**config.mk**
```make
export PLATFORM = sky130hd
export DESIGN_NAME = rco_top
export DESIGN_NICKNAME = d
export VERILOG_FILES = /design/src/rtl/rco_divider.v /design/src/rtl/rco_top.v
export VERILOG_INCLUDE_DIRS = /design/src /design/src/rtl
export SDC_FILE = /design/constraint.sdc
export NUM_CORES = 1
export LEC_CHECK = 0
export BUFFER_PORTS_ARGS = -buffer_cell sky130_fd_sc_hd__buf_2
export CORE_UTILIZATION = 50
export CTS_CLUSTER_DIAMETER = 60
export DETAILED_ROUTE_END_ITERATION = 16
export PLACE_DENSITY = 0.77
export SYNTH_ARGS = -nofsm -noshare
export SYNTH_HDL_FRONTEND = slang
export SYNTH_SLANG_ARGS = --single-unit
```
**constraint.sdc**
```tcl
create_clock -name i_clk_sys -period 5.7 [get_ports i_clk_sys]
set_input_delay 1.14 -clock i_clk_sys [delete_from_list [all_inputs] [get_ports i_clk_sys]]
set_output_delay 1.14 -clock i_clk_sys [all_outputs]
set_load 0.005 [all_outputs]
```
**src/rtl/rco_map.vh**
```
`ifndef RCO_MAP_VH
`define RCO_MAP_VH

// ----------------------------------------------------------------------
// Register indices (byte address is four times the index)
// ----------------------------------------------------------------------
`define RCO_IDX_PERIPH_OFF0   12'h10c
`define RCO_IDX_CONTROL       12'h296
`define RCO_IDX_SOURCE_SEL    12'h297
`define RCO_IDX_STATUS        12'h298

// ----------------------------------------------------------------------
// Field positions
// ----------------------------------------------------------------------
`define RCO_CTRL_EN_BIT       7
`define RCO_CTRL_DUTY_HI      4
`define RCO_CTRL_DUTY_LO      3
`define RCO_CTRL_DIV_HI       2
`define RCO_CTRL_DIV_LO       0
`define RCO_PMD_OFF_BIT       6
`define RCO_SRC_HI            3
`define RCO_SRC_LO            0
`define RCO_STAT_RUN_BIT      0
`define RCO_STAT_OUT_BIT      1
`define RCO_STAT_HALT_BIT     2

// ----------------------------------------------------------------------
// Reset values
// ----------------------------------------------------------------------
`define RCO_CTRL_RST          8'h10
`define RCO_EN_RST            1'b0
`define RCO_DUTY_RST          2'h2
`define RCO_DIV_RST           3'h0
`define RCO_SRC_RST           4'h0
`define RCO_PMD_RST           8'h00

// ----------------------------------------------------------------------
// Source codes and field values
// ----------------------------------------------------------------------
`define RCO_SRC_SYSOSC        4'h0
`define RCO_SRC_LAST_VALID    4'hb
`define RCO_DUTY_OFF          2'h0
`define RCO_DIV_NONE          3'h0

`endif

```
**src/rtl/rco_divider.v**
```verilog
`timescale 1ns/1ps
`include "rco_map.vh"

module rco_divider #(
  parameter CNT_W = 8
) (
  input  wire       i_clk_sys,  // System clock
  input  wire       i_resetn,   // Async reset, active low
  input  wire       i_enable,   // Effective module enable
  input  wire       i_rise,     // Rising edge of selected source
  input  wire       i_fall,     // Falling edge of selected source
  input  wire [2:0] i_div,      // Power-of-two ratio code
  input  wire [1:0] i_duty,     // Duty code
  output wire       o_clk_out,  // Divided output (registered)
  output wire       o_running   // Output active (registered)
);

  // ----------------------------------------------------------------------
  // Half-period arithmetic
  // ----------------------------------------------------------------------
  // Counting both source edges gives the quarter resolution 25% needs
  // at a ratio of two.
  function is_high;
    input [CNT_W-1:0] pos;
    input [2:0]       div;
    input [1:0]       duty;
    reg   [CNT_W:0]   thr;
    begin
      thr = ({{(CNT_W-1){1'b0}}, duty} << div) >> 1;
      if (duty == `RCO_DUTY_OFF)
        is_high = 1'b0;
      else if (div == `RCO_DIV_NONE)
        is_high = (pos == {CNT_W{1'b0}});
      else
        is_high = ({1'b0, pos} < thr);
    end
  endfunction

  reg  [CNT_W-1:0] cnt_ff;
  reg  [CNT_W-1:0] nxt_cnt;
  reg              run_ff;
  reg              nxt_run;
  reg              out_ff;
  reg              nxt_out;
  wire [CNT_W:0]   span;
  wire [CNT_W:0]   span_m1;
  wire [CNT_W-1:0] last_pos;
  wire [CNT_W-1:0] pos_now;
  wire             half;

  // One period is 2^(ratio+1) half steps; the shift count is widened so
  // ratio 7 does not wrap to zero. CNT_W below 8 cuts the top ratio.
  assign span     = {{CNT_W{1'b0}}, 1'b1} << ({1'b0, i_div} + 4'h1);
  assign span_m1  = span - 1'b1;
  assign last_pos = span_m1[CNT_W-1:0];
  assign half     = i_rise | i_fall;
  assign pos_now  = run_ff ? cnt_ff : {CNT_W{1'b0}};

  // ----------------------------------------------------------------------
  // Sequencer
  // ----------------------------------------------------------------------
  always @* begin
    nxt_cnt = cnt_ff;
    nxt_run = run_ff;
    nxt_out = out_ff;
    if (!i_enable) begin
      nxt_cnt = {CNT_W{1'b0}};
      nxt_run = 1'b0;
      nxt_out = 1'b0;
    end else if (!run_ff) begin
      // Start only on a source rising edge so the first pulse is whole
      if (i_rise) begin
        nxt_run = 1'b1;
        nxt_out = is_high(pos_now, i_div, i_duty);
        nxt_cnt = (last_pos == {CNT_W{1'b0}}) ? {CNT_W{1'b0}} :
                  {{(CNT_W-1){1'b0}}, 1'b1};
      end
    end else if (half) begin
      nxt_out = is_high(pos_now, i_div, i_duty);
      nxt_cnt = (cnt_ff >= last_pos) ? {CNT_W{1'b0}} : cnt_ff + 1'b1;
    end
  end

  always @(posedge i_clk_sys or negedge i_resetn) begin
    if (!i_resetn) begin
      cnt_ff <= {CNT_W{1'b0}};
      run_ff <= 1'b0;
      out_ff <= 1'b0;
    end else begin
      cnt_ff <= nxt_cnt;
      run_ff <= nxt_run;
      out_ff <= nxt_out;
    end
  end

  assign o_clk_out = out_ff;
  assign o_running = run_ff;

endmodule

```
**src/rtl/rco_top.v**
```verilog
// Operation
// - Source codes 0 to 7 pick the system clock and the seven oscillators.
// - Enable starts the output on a source rising edge, with no short pulse.
// - Clearing enable drops the output at once, mid-period if need be.
// - The ratio field divides the source by two to its power, up to 128.
// - For nonzero ratios the duty field gives 75, 50, 25 or 0 percent high.
// - At ratio zero nonzero duty gives 50 percent and duty zero holds low.
// - The duty field resets to 10, giving a 50 percent default.
// - In sleep the output runs on for every source but the system clock.
// - The divided clock drives the pin and an internal clock output.
// - Control: enable bit 7 (reset 0), duty bits 4:3, ratio bits 2:0.
// - Bit 6 of the peripheral disable register holds the module off.
`timescale 1ns/1ps
`include "rco_map.vh"

module rco_top (
  input  wire        i_clk_sys,                 // System clock, 100 MHz
  input  wire        i_resetn,                  // Async reset, active low
  input  wire        i_sleep,                   // Device sleep level
  input  wire        i_high_freq_internal_osc,  // Source 1
  input  wire        i_low_freq_internal_osc,   // Source 2
  input  wire        i_mid_freq_internal_osc_h, // Source 3, 500 kHz
  input  wire        i_mid_freq_internal_osc_l, // Source 4, 32 kHz
  input  wire        i_secondary_osc,           // Source 5
  input  wire        i_external_osc,            // Source 6
  input  wire        i_numeric_osc_output,      // Source 7
  input  wire        i_logic_cell1_output,      // Source 8
  input  wire        i_logic_cell2_output,      // Source 9
  input  wire        i_logic_cell3_output,      // Source 10
  input  wire        i_logic_cell4_output,      // Source 11
  input  wire [11:0] i_avs_address,             // Byte address
  input  wire        i_avs_read,                // Read request
  input  wire        i_avs_write,               // Write request
  input  wire [31:0] i_avs_writedata,           // Write data
  input  wire [3:0]  i_avs_byteenable,          // Byte enables
  output wire [31:0] o_avs_readdata,            // Read data
  output wire        o_avs_waitrequest,         // Wait request
  output wire        o_refout_signal,           // Reference clock pin
  output wire        o_refclk_internal          // Internal clock tap
);

  // ----------------------------------------------------------------------
  // Local constants
  // ----------------------------------------------------------------------
  localparam NSRC = 11;
  localparam [11:0] ADDR_PMD  = `RCO_IDX_PERIPH_OFF0 << 2;
  localparam [11:0] ADDR_CTRL = `RCO_IDX_CONTROL << 2;
  localparam [11:0] ADDR_SRC  = `RCO_IDX_SOURCE_SEL << 2;
  localparam [11:0] ADDR_STAT = `RCO_IDX_STATUS << 2;

  // ----------------------------------------------------------------------
  // Register state
  // ----------------------------------------------------------------------
  reg        en_ff;
  reg        nxt_en;
  reg  [1:0] duty_ff;
  reg  [1:0] nxt_duty;
  reg  [2:0] div_ff;
  reg  [2:0] nxt_div;
  reg  [3:0] src_ff;
  reg  [3:0] nxt_src;
  reg  [7:0] pmd_ff;
  reg  [7:0] nxt_pmd;
  reg        ack_ff;
  reg        nxt_ack;
  reg  [7:0] rdata_ff;
  reg  [7:0] nxt_rdata;

  // ----------------------------------------------------------------------
  // Source path
  // ----------------------------------------------------------------------
  wire [NSRC-1:0] src_raw;
  reg  [NSRC-1:0] sync1_ff;
  reg  [NSRC-1:0] sync2_ff;
  reg             sys_lvl_ff;
  reg             nxt_sys_lvl;
  reg             sleep1_ff;
  reg             sleep2_ff;
  reg             sel_prev_ff;
  reg             sel_lvl;
  wire            sel_rise;
  wire            sel_fall;
  wire            eff_enable;
  wire            div_out;
  wire            div_run;
  wire            halted;
  wire            bus_req;
  wire            wr_take;
  wire            wr_lane0;

  assign src_raw = {i_logic_cell4_output, i_logic_cell3_output,
                    i_logic_cell2_output, i_logic_cell1_output,
                    i_numeric_osc_output, i_external_osc,
                    i_secondary_osc, i_mid_freq_internal_osc_l,
                    i_mid_freq_internal_osc_h, i_low_freq_internal_osc,
                    i_high_freq_internal_osc};

  // Foreign clocks are only sampled; edges closer than one system
  // cycle apart cannot be resolved.
  always @(posedge i_clk_sys or negedge i_resetn) begin
    if (!i_resetn) begin
      sync1_ff  <= {NSRC{1'b0}};
      sync2_ff  <= {NSRC{1'b0}};
      sleep1_ff <= 1'b0;
      sleep2_ff <= 1'b0;
    end else begin
      sync1_ff  <= src_raw;
      sync2_ff  <= sync1_ff;
      sleep1_ff <= i_sleep;
      sleep2_ff <= sleep1_ff;
    end
  end

  // System clock source gives one half-period per cycle, so its fastest
  // output is half the system rate; it freezes during sleep.
  assign halted = sleep2_ff && (src_ff == `RCO_SRC_SYSOSC);

  always @* begin
    nxt_sys_lvl = sys_lvl_ff;
    if (!halted)
      nxt_sys_lvl = ~sys_lvl_ff;
  end

  always @* begin
    sel_lvl = 1'b0;
    if (src_ff == `RCO_SRC_SYSOSC)
      sel_lvl = sys_lvl_ff;
    else if (src_ff <= `RCO_SRC_LAST_VALID)
      sel_lvl = sync2_ff[src_ff - 4'h1];
  end

  always @(posedge i_clk_sys or negedge i_resetn) begin
    if (!i_resetn) begin
      sys_lvl_ff  <= 1'b0;
      sel_prev_ff <= 1'b0;
    end else begin
      sys_lvl_ff  <= nxt_sys_lvl;
      sel_prev_ff <= sel_lvl;
    end
  end

  assign sel_rise = sel_lvl & ~sel_prev_ff;
  assign sel_fall = ~sel_lvl & sel_prev_ff;

  // ----------------------------------------------------------------------
  // Divider and outputs
  // ----------------------------------------------------------------------
  assign eff_enable = en_ff & ~pmd_ff[`RCO_PMD_OFF_BIT];

  rco_divider #(
    .CNT_W (8)
  ) u_div (
    .i_clk_sys (i_clk_sys),
    .i_resetn  (i_resetn),
    .i_enable  (eff_enable),
    .i_rise    (sel_rise),
    .i_fall    (sel_fall),
    .i_div     (div_ff),
    .i_duty    (duty_ff),
    .o_clk_out (div_out),
    .o_running (div_run)
  );

  assign o_refout_signal   = div_out;
  assign o_refclk_internal = div_out;

  // ----------------------------------------------------------------------
  // Avalon-MM slave
  // ----------------------------------------------------------------------
  // One wait cycle per access keeps read data registered.
  assign bus_req           = i_avs_read | i_avs_write;
  assign o_avs_waitrequest = bus_req & ~ack_ff;
  assign wr_take           = i_avs_write & ack_ff;
  assign wr_lane0          = wr_take & i_avs_byteenable[0];
  assign o_avs_readdata    = {24'h000000, rdata_ff};

  always @* begin
    nxt_ack = bus_req & ~ack_ff;
  end

  always @* begin
    nxt_rdata = rdata_ff;
    if (i_avs_read && !ack_ff) begin
      case (i_avs_address)
        ADDR_PMD:  nxt_rdata = pmd_ff;
        ADDR_CTRL: nxt_rdata = {en_ff, 2'b00, duty_ff, div_ff};
        ADDR_SRC:  nxt_rdata = {4'h0, src_ff};
        ADDR_STAT: nxt_rdata = {5'h00, halted, div_out, div_run};
        default:   nxt_rdata = 8'h00;
      endcase
    end
  end

  // Ratio and duty take effect at once even while running; software is
  // expected to change them only with the module disabled.
  always @* begin
    nxt_en   = en_ff;
    nxt_duty = duty_ff;
    nxt_div  = div_ff;
    nxt_src  = src_ff;
    nxt_pmd  = pmd_ff;
    if (wr_lane0) begin
      case (i_avs_address)
        ADDR_PMD: begin
          nxt_pmd = i_avs_writedata[7:0];
        end
        ADDR_CTRL: begin
          nxt_en   = i_avs_writedata[`RCO_CTRL_EN_BIT];
          nxt_duty = i_avs_writedata[`RCO_CTRL_DUTY_HI:`RCO_CTRL_DUTY_LO];
          nxt_div  = i_avs_writedata[`RCO_CTRL_DIV_HI:`RCO_CTRL_DIV_LO];
        end
        ADDR_SRC: begin
          nxt_src = i_avs_writedata[`RCO_SRC_HI:`RCO_SRC_LO];
        end
        default: begin
          nxt_src = src_ff;
        end
      endcase
    end
  end

  always @(posedge i_clk_sys or negedge i_resetn) begin
    if (!i_resetn) begin
      en_ff    <= `RCO_EN_RST;
      duty_ff  <= `RCO_DUTY_RST;
      div_ff   <= `RCO_DIV_RST;
      src_ff   <= `RCO_SRC_RST;
      pmd_ff   <= `RCO_PMD_RST;
      ack_ff   <= 1'b0;
      rdata_ff <= 8'h00;
    end else begin
      en_ff    <= nxt_en;
      duty_ff  <= nxt_duty;
      div_ff   <= nxt_div;
      src_ff   <= nxt_src;
      pmd_ff   <= nxt_pmd;
      ack_ff   <= nxt_ack;
      rdata_ff <= nxt_rdata;
    end
  end

endmodule

```
==> flow_summary.toml, run 1 <==
[finish]
multi_input_area_mm2 = 0.00175
drive_gt1_share_pct = 22.6
fill_cells = 580
antenna_cells = 0
area.growth.synth_to_final_pct = 11.4
seq_area_mm2 = 0.00158
nets = 473

[drt]
drtPass1Iterations = 4
viasPerCell = 5.31
drt-initial-drc-count = 97
postRouteAntennaNets = 0
wl_per_cell_um = 14.0
route.detailed.drc = 0
wl_mm = 6.84
vias = 2596

[clock_network]
cts_tree = "done"
cts.sinks = 63
post_cts_buffers = 0
cts_hold_buf = 0
cts_made_buffers = 9
cts-resized-gates = 0
clockRootBuffer = "clkbuf_8"
clk_path_buf_depth = 2
ctsHtreeMaxLevel = 3
cts.reportedPaths.clkPinSlew_ps = 70
clock_latency_ps = 340

[grt]
grt_max_degree = 64
globalRouteTotalUtil_pct = 19.8
antenna_found_initial = 0
first_global_vias = 2452
gr-total-overflow = 0
grt_first_pass_wirelength_mm = 11.3

[min_path]
hold_path.class = "flip-flop to flip-flop"
min_delay_path_depth = 0
worstHoldStart = "sync1_ff[6]"
worstHoldEndpoint = "sync2_ff[6]"

[setup_path]
critical_path_class = "flip-flop to flip-flop"
required_ps = 5950
rrSetupSlack_ps = 1910
r2r_end = "u_div.cnt_ff[3]"
r2r-start = "src_ff[0]"
endpoint_kind = "flip-flop"
cp-startpoint = "src_ff[0]"
worst_setup_path_start_kind = "flip-flop"
cp_max_fo = 13
r2r.worst_path.cells = 13
cp.arrival_ps = 4040

[power_and_ir_drop]
irDropWorstVdd_mv = 0.135
cellPowerDensity_mw_per_mm2 = 247
power_leakage_nw = 1.80
power.total_mw = 0.970

[synth]
ys_warn_count = 0
synth.distinct_cells = 49
syn_avg_cell_area_um2 = 10.2
seq_area_frac_synth_pct = 44.8
ys.flop_type = "dfrtp_1"
async_reset_ff_share_pct = 100
synth_edf_count = 0
syn-cell-area_mm2 = 0.00352
synth_seq_cells = 63
syn_inst = 345

[sta]
fin_skew_ps = 11.3
final_min_period_over_clock_period_pct = 66.4
finalCriticalPeriod_ps = 3790
setup_viol = 0
max_freq_ghz = 0.264
holdWs_ps = 343
slew_violations = 0
tightestPinTransition_ps = 1160
rsz0062_at_grt = "false"
timing_hold_violations_final = 0
fin_setup_tns_ps = 0
slew_headroom_pct = 22.6

[status]
status = "finished clean"

[floorplanning]
start_util_pct = 51.9
die-area_mm2 = 0.00739
row_count = 30
pin_count = 99
die_w_um = 86.0
core_mm2 = 0.00679
die_h_um = 86.0

[place]
gp_congestion = 0.911
post-dp-hpwl_mm = 4.86
port_buffers = 47

[job]
drv_cap = 0
[where the power goes]
group	switching, mW	total [mW]	internal, mW
clock	0.173	0.387	0.214
combinational	0.0618	0.101	0.0394
sequential	0.0109	0.482	0.471
total	0.246	0.970	0.724
[through the flow]
stage	cells	setup WS (ps)	instance area [um^2]	utilization (%)
after floorplan	370	2580	3620	-
after global placement	473	2120	3730	54.8
after detailed placement	473	1960	3730	54.8
after CTS	489	1940	3930	57.8
after global routing	489	1610	3930	57.8
final	489	1910	3930	57.8
[sequential cells by signal, indices dropped and copies added, names as in the netlist, 2 cells and up]
name and cells:
sync1_ff 11, sync2_ff 11, pmd_ff 8, rdata_ff 8, u_div.cnt_ff 8, src_ff 4, div_ff 3, duty_ff 2
[layout make-up]
| cell class | instances | share of cell area (%) |
|---|---|---|
| Timing Repair Buffer | 48 | 6.18 |
| Inverter | 9 | 0.861 |
| Tap cell | 96 | 3.06 |
| Clock inverter | 5 | 1.47 |
| Multi-Input combinational cell | 257 | 44.6 |
| Clock buffer | 11 | 3.60 |
| Sequential cell | 63 | 40.2 |
[synthesized netlist by cell type (all sizes together), types with 2 or more instances]
cell	n	area share, %
clkbuf	14	1.5
a211oi	4	0.85
a31oi	12	2.1
nor2	30	3.2
and3	2	0.35
nor2b	7	1.2
nor3	3	0.75
and2	9	1.6
or3	2	0.35
mux2i	11	3.1
a22oi	5	1.1
conb	2	0.21
a21oi	13	1.8
ha	21	7.5
inv	9	0.96
nand3	14	2.0
mux2	19	6.1
nand4	6	1.1
nand2	17	1.8
buf	27	5.8
nor4	4	1.1
xor2	2	0.50
o21ai	15	2.1
nand3b	7	1.5
a32o	2	0.57
o2bb2ai	2	0.50
nor4b	3	0.75
dfrtp	62	44
a32oi	3	0.75
nor3b	3	0.64
[per-layer routing]
metal / up-vias / global-route usage (%) / part of all wire, %
met1: 1223 / 24.4 / 46
met3: 16 / 6.54 / 5.6
met5: - / 0 / 0
li1: 1272 / - / -
met2: 85 / 32.9 / 47
met4: 0 / 6.06 / 1.9
[worst max-delay path, cell delays in order (launching register included)]
cell,delay (ps)
dfrtp_1,450
inv_1,150
ha_1,490
mux2i_1,290
nor3b_1,210
a221oi_1,80
nand3_1,100
nand3_1,120
ha_1,350
nor3b_1,200
o21ai_0,110
a21oi_1,720
a31oi_1,180
o21ai_0,240
[cell usage in the layout (no fill, tap or decap), types with 12 or more instances in the layout]
cell type,count
a21oi_1,13
mux2_2,19
nand3_1,14
ha_1,21
dfrtp_1,62
nand2_1,17
conb_1,27
nor2_1,30
o21ai_0,15
a31oi_1,12
buf_2,47
[kinds of logic after synthesis]
family / Yosys count / share of synthesized area [%]
AOI/OAI and AO/OA: 64 / 11.8
xor gates and xnor gates: 3 / 0.746
adders and majority gates: 21 / 7.45
buffers and inverters: 50 / 8.20
DFF: 63 / 44.8
muxes: 30 / 9.19
other: 2 / 0.213
and+or+nand+nor: 112 / 17.7
[worst max-delay path by stage]
stage                      endpoint  depth (start not counted)
global placement    u_div.cnt_ff[3]                         13
detailed placement  u_div.cnt_ff[3]                         13
floorplan           u_div.cnt_ff[4]                         15
global route        u_div.cnt_ff[3]                         13
CTS                 u_div.cnt_ff[3]                         13
finish              u_div.cnt_ff[3]                         13
(Power assumes the default switching activity.)
==> inputs of run 2 (changes only) <==
clock period = 3.92 ns   (was 5.7 ns; I/O delays follow)
==> run 2 against run 1 <==
Net effect: sequential share of layout area is 0.39 points lower; maximum frequency up 12%; routed wire length is 0.64% higher; power rose by 50%; via count increased by 0.92%; critical path type unchanged; critical endpoint is now u_div.cnt_ff[2]; largest cell class unchanged.
==> flow_summary.toml, run 2 (synthesized netlist as in run 1, its figures left out) <==
[floorplanning]
core_mm2 = 0.00679
die-area_mm2 = 0.00739
start_util_pct = 51.9
pin_count = 99
die_h_um = 86.0
row_count = 30
die_w_um = 86.0

[sta]
slew_headroom_pct = 34.1
finalCriticalPeriod_ps = 3370
rsz0062_at_grt = "false"
holdWs_ps = 345
timing_hold_violations_final = 0
tightestPinTransition_ps = 988
fin_setup_tns_ps = 0
setup_viol = 0
slew_violations = 0
fin_skew_ps = 10.0
max_freq_ghz = 0.297
final_min_period_over_clock_period_pct = 85.9

[drt]
postRouteAntennaNets = 0
wl_mm = 6.88
vias = 2620
viasPerCell = 5.34
drt-initial-drc-count = 111
route.detailed.drc = 0
wl_per_cell_um = 14.0
drtPass1Iterations = 4

[finish]
area.growth.synth_to_final_pct = 12.5
nets = 475
final_cell_mix = "dfrtp_1 (62), buf_2 (47), nor2_1 (30)"
antenna_cells = 0
final_common_cell = "dfrtp_1"
top_regs = "sync1_ff: 11 flops, sync2_ff: 11 flops"
drive_gt1_share_pct = 23.0

[setup_path]
required_ps = 4170
cp-startpoint = "src_ff[0]"
r2r_end = "u_div.cnt_ff[2]"
r2r.worst_path.cells = 14
critical_path_class = "flip-flop to flip-flop"
worst_setup_path_start_kind = "flip-flop"
slowest_stage = "ha_1"
cp_max_fo = 12
rrSetupSlack_ps = 550
endpoint_kind = "flip-flop"
crit_chain = "inv_1 -> ha_1 -> mux2i_1 -> nor3b_1 -> a221oi_1 -> nand3_1 -> nand3_1 -> ha_1 -> nor3b_1 -> o21ai_0 -> a21oi_1 -> buf_4 -> nand3b_1 -> a31oi_1"
critPathMaxStageDelay_ps = 500
cp.arrival_ps = 3620
r2r-start = "src_ff[0]"

[power_and_ir_drop]
power_leakage_nw = 1.82
power.share.clock_pct = 42.3
comb_power_share_pct = 9.6
seqPwrFrac_pct = 48.1
switching_share_pct = 23.4
irDropWorstVdd_mv = 0.227
p_int_mw = 1.12
cellPowerDensity_mw_per_mm2 = 368
p_sw_mw = 0.342

[grt]
gr-total-overflow = 0
first_global_vias = 2440
grt_first_pass_wirelength_mm = 11.3
antenna_found_initial = 0
globalRouteTotalUtil_pct = 19.7
grt_max_degree = 46

[clock_network]
cts.reportedPaths.clkPinSlew_ps = 70
cts_hold_buf = 0
cts_tree = "done"
cts_made_buffers = 9
post_cts_buffers = 0
clk_path_buf_depth = 2
ctsHtreeMaxLevel = 3
cts.sinks = 63
clockRootBuffer = "clkbuf_8"
cts-resized-gates = 0
clock_latency_ps = 330

[place]
post-dp-hpwl_mm = 4.98
gp_congestion = 0.852
port_buffers = 47

[status]
status = "finished clean"

[min_path]
worstHoldEndpoint = "sync2_ff[4]"
hold_path.class = "flip-flop to flip-flop"
worstHoldStart = "sync1_ff[4]"
min_delay_path_depth = 0

[job]
drv_cap = 0
-- run 2: cell count changes in the layout (fill, tap and decap cells not counted), sizes merged --
| cell | change |
|---|---|
| buf | +2 |
| clkinvlp | +1 |
| bufinv | +1 |
| clkinv | -2 |
-- run 2: layout make-up --
type / instances / area [um^2]
Clock buffer: 11 / 141
Clock inverter: 5 / 81.3
Fill cell: 579 / 2830
Inverter: 9 / 33.8
Multi-Input combinational cell: 257 / 1750
Sequential cell: 63 / 1580
Tap cell: 96 / 120
Timing Repair Buffer: 50 / 258
-- run 2: critical path, delay by kind of cell, from the launching register on --
kind	cells	cell delay, ps
adder cells (fa/ha/maj)	2	830
multiplexers	1	270
flip-flops	1	450
AO/OA/AOI/OAI	4	600
buffers and inverters	2	360
AND/OR/NAND/NOR	5	780
-- run 2: power groups by stage --
stage | combinational, mW | clock (mW) | sequential [mW]
6_report | 0.140 | 0.617 | 0.702
3_5_place_dp | 0.139 | 0 | 0.715
2_1_floorplan | 0.0937 | 0 | 0.711
5_1_grt | 0.157 | 0.663 | 0.705
4_1_cts | 0.140 | 0.631 | 0.703
3_3_place_gp | 0.135 | 0 | 0.713
-- run 2: worst max path at each step --
stage	slack (ps)	to	depth (start not counted)
after CTS	580	u_div.cnt_ff[2]	14
after global placement	760	u_div.cnt_ff[4]	14
after global routing	210	u_div.cnt_ff[4]	14
after detailed placement	590	u_div.cnt_ff[2]	14
final	550	u_div.cnt_ff[2]	14
after floorplan	800	u_div.cnt_ff[4]	15
-- run 2: layer usage --
metal  global-route usage (%)  part of all wire, %
met1                     24.7                   46
met2                     32.6                   48
met3                     4.81                  4.2
met4                     8.33                  1.9
met5                        0                    0
-- run 2: per-stage QoR --
step	cells	cell area [um^2]	setup WS [ps]	util (%)	total power, mW
floorplan	370	3620	802	-	0.805
global route	491	3960	209	58.3	1.53
detailed placement	475	3740	587	55.1	0.854
CTS	491	3960	576	58.3	1.47
finish	491	3960	553	58.3	1.46
global placement	475	3740	762	55.1	0.848
==> inputs of run 3 (changes only) <==
RECOVER_POWER = 25   (was not set)
SLEW_MARGIN = 10   (was not set)
==> run 3 against run 2 <==
Net effect: the flow now finishes with violations (capacitance limit, slew limit); maximum frequency hardly changed; combinational power hardly changed; clock power hardly changed; first-iteration DRC count stayed put; critical endpoint unchanged.
==> flow_summary.toml, run 3 (synthesized netlist as in run 1, its figures left out) <==
[finish]
drive_gt1_share_pct = 22.8
final_common_cell = "dfrtp_1"
final_cell_mix = "dfrtp_1 (62), buf_2 (46), nor2_1 (30)"
area.growth.synth_to_final_pct = 12.4
top_regs = "sync1_ff: 11 flops, sync2_ff: 11 flops"
nets = 475
fill_cells = 579
antenna_cells = 0
final_util_pct = 58.3

[clock_network]
cts.sinks = 63
clockRootBuffer = "clkbuf_8"
post_cts_buffers = 0
cts_tree = "done"
ctsHtreeMaxLevel = 3
cts_made_buffers = 9
cts_hold_buf = 0
clk_path_buf_depth = 2
cts.reportedPaths.clkPinSlew_ps = 70
clock_latency_ps = 330
cts-resized-gates = 0

[grt]
globalRouteTotalUtil_pct = 19.7
grt_first_pass_wirelength_mm = 11.3
gr-total-overflow = 0
antenna_found_initial = 0
first_global_vias = 2440
grt_max_degree = 46

[sta]
rsz0062_at_grt = "false"
fin_ws_ps = 553
slew_violations = 46
setup_viol = 0
fin_setup_tns_ps = 0
timing_hold_violations_final = 0
max_freq_ghz = 0.297
tightestPinTransition_ps = 2370
slew_headroom_pct = -57.9
finalCriticalPeriod_ps = 3370
fin_skew_ps = 10.0
final_min_period_over_clock_period_pct = 85.9
holdWs_ps = 345

[floorplanning]
pin_count = 99
die_h_um = 86.0
row_count = 30
die-area_mm2 = 0.00739
start_util_pct = 51.9
core_mm2 = 0.00679
die_w_um = 86.0

[place]
port_buffers = 47
post-dp-hpwl_mm = 4.98
gp_congestion = 0.852
dp_slack_ps = 587

[drt]
postRouteAntennaNets = 0
wl_mm = 6.89
viasPerCell = 5.35
wl_per_cell_um = 14.0
vias = 2626
drtPass1Iterations = 4
route.detailed.drc = 0
drt-initial-drc-count = 111

[setup_path]
worst_setup_path_start_kind = "flip-flop"
endpoint_kind = "flip-flop"
r2r-start = "src_ff[0]"
cp-startpoint = "src_ff[0]"
slowest_stage = "ha_1"
cp.arrival_ps = 3620
critPathMaxStageDelay_ps = 500
crit_chain = "inv_1 -> ha_1 -> mux2i_1 -> nor3b_1 -> a221oi_1 -> nand3_1 -> nand3_1 -> ha_1 -> nor3b_1 -> o21ai_0 -> a21oi_1 -> buf_4 -> nand3b_1 -> a31oi_1"
critPathTopFamily = "adder cells"
cp.buffers_inverters = 2
required_ps = 4170
cp_max_fo = 12
critical_path_class = "flip-flop to flip-flop"

[power_and_ir_drop]
power.share.clock_pct = 42.3
cellPowerDensity_mw_per_mm2 = 368
p_sw_mw = 0.342
irDropWorstVdd_mv = 0.227
p_int_mw = 1.12
power_leakage_nw = 1.82
switching_share_pct = 23.4
comb_power_share_pct = 9.6
seqPwrFrac_pct = 48.1

[status]
failed_checks = "capacitance limit, slew limit"
status = "complete, but fails checks"

[min_path]
hold_path.class = "flip-flop to flip-flop"
worstHoldStart = "sync1_ff[4]"

[job]
drv_cap = 1
==> run 3: cell types whose count changed in the layout (fill, tap and decap cells not counted) <==
cell and delta:
buf_2 -1, clkbuf_1 +1
==> run 3: layout make-up <==
type                            count  area [um^2]  area share (%)
Clock inverter                      5         81.3            2.05
Multi-Input combinational cell    257         1750            44.2
Tap cell                           96          120            3.03
Clock buffer                       11          141            3.57
Timing Repair Buffer               50          256            6.47
Inverter                            9         33.8           0.853
Sequential cell                    63         1580            39.8
==> run 3: path summary, 6_finish.rpt <==
path                                    to  slack [ps]  depth (start not counted)
setup / recovery           u_div.cnt_ff[2]         550                         14
hold / removal                 sync2_ff[4]         350                          0
setup reg to reg           u_div.cnt_ff[2]         550                         14
hold reg to reg                sync2_ff[4]         350                          0
max in group asynchronous            en_ff        1400                          1
min in group asynchronous       sys_lvl_ff        1150                          1
==> run 3: per-layer routing <==
metal / wire (um) / track usage, %
met5: 0 / 0
met4: 131 / 8.33
met3: 289 / 4.81
met2: 3300 / 32.6
met1: 3170 / 24.7
==> run 3: power groups by stage <==
stage / Clock, mW / Sequential, mW / Combinational [mW]
6_report: 0.617 / 0.702 / 0.140
3_5_place_dp: 0 / 0.715 / 0.139
3_3_place_gp: 0 / 0.713 / 0.135
4_1_cts: 0.631 / 0.703 / 0.140
5_1_grt: 0.663 / 0.705 / 0.157
2_1_floorplan: 0 / 0.711 / 0.0937
==> run 3: stage by stage <==
stage | power [mW] | std cells | area, um^2
CTS | 1.47 | 491 | 3960
global placement | 0.848 | 475 | 3740
floorplan | 0.805 | 370 | 3620
detailed placement | 0.854 | 475 | 3740
global route | 1.52 | 491 | 3960
finish | 1.46 | 491 | 3960
==> run 3: worst reg2reg max path, stage by stage, from the launching register on <==
cell      delay [ps]
dfrtp_1          450
inv_1            150
ha_1             500
mux2i_1          270
nor3b_1          210
a221oi_1          80
nand3_1          100
nand3_1          120
ha_1             330
nor3b_1          250
o21ai_0          150
a21oi_1          190
buf_4            220
nand3b_1         100
a31oi_1          180
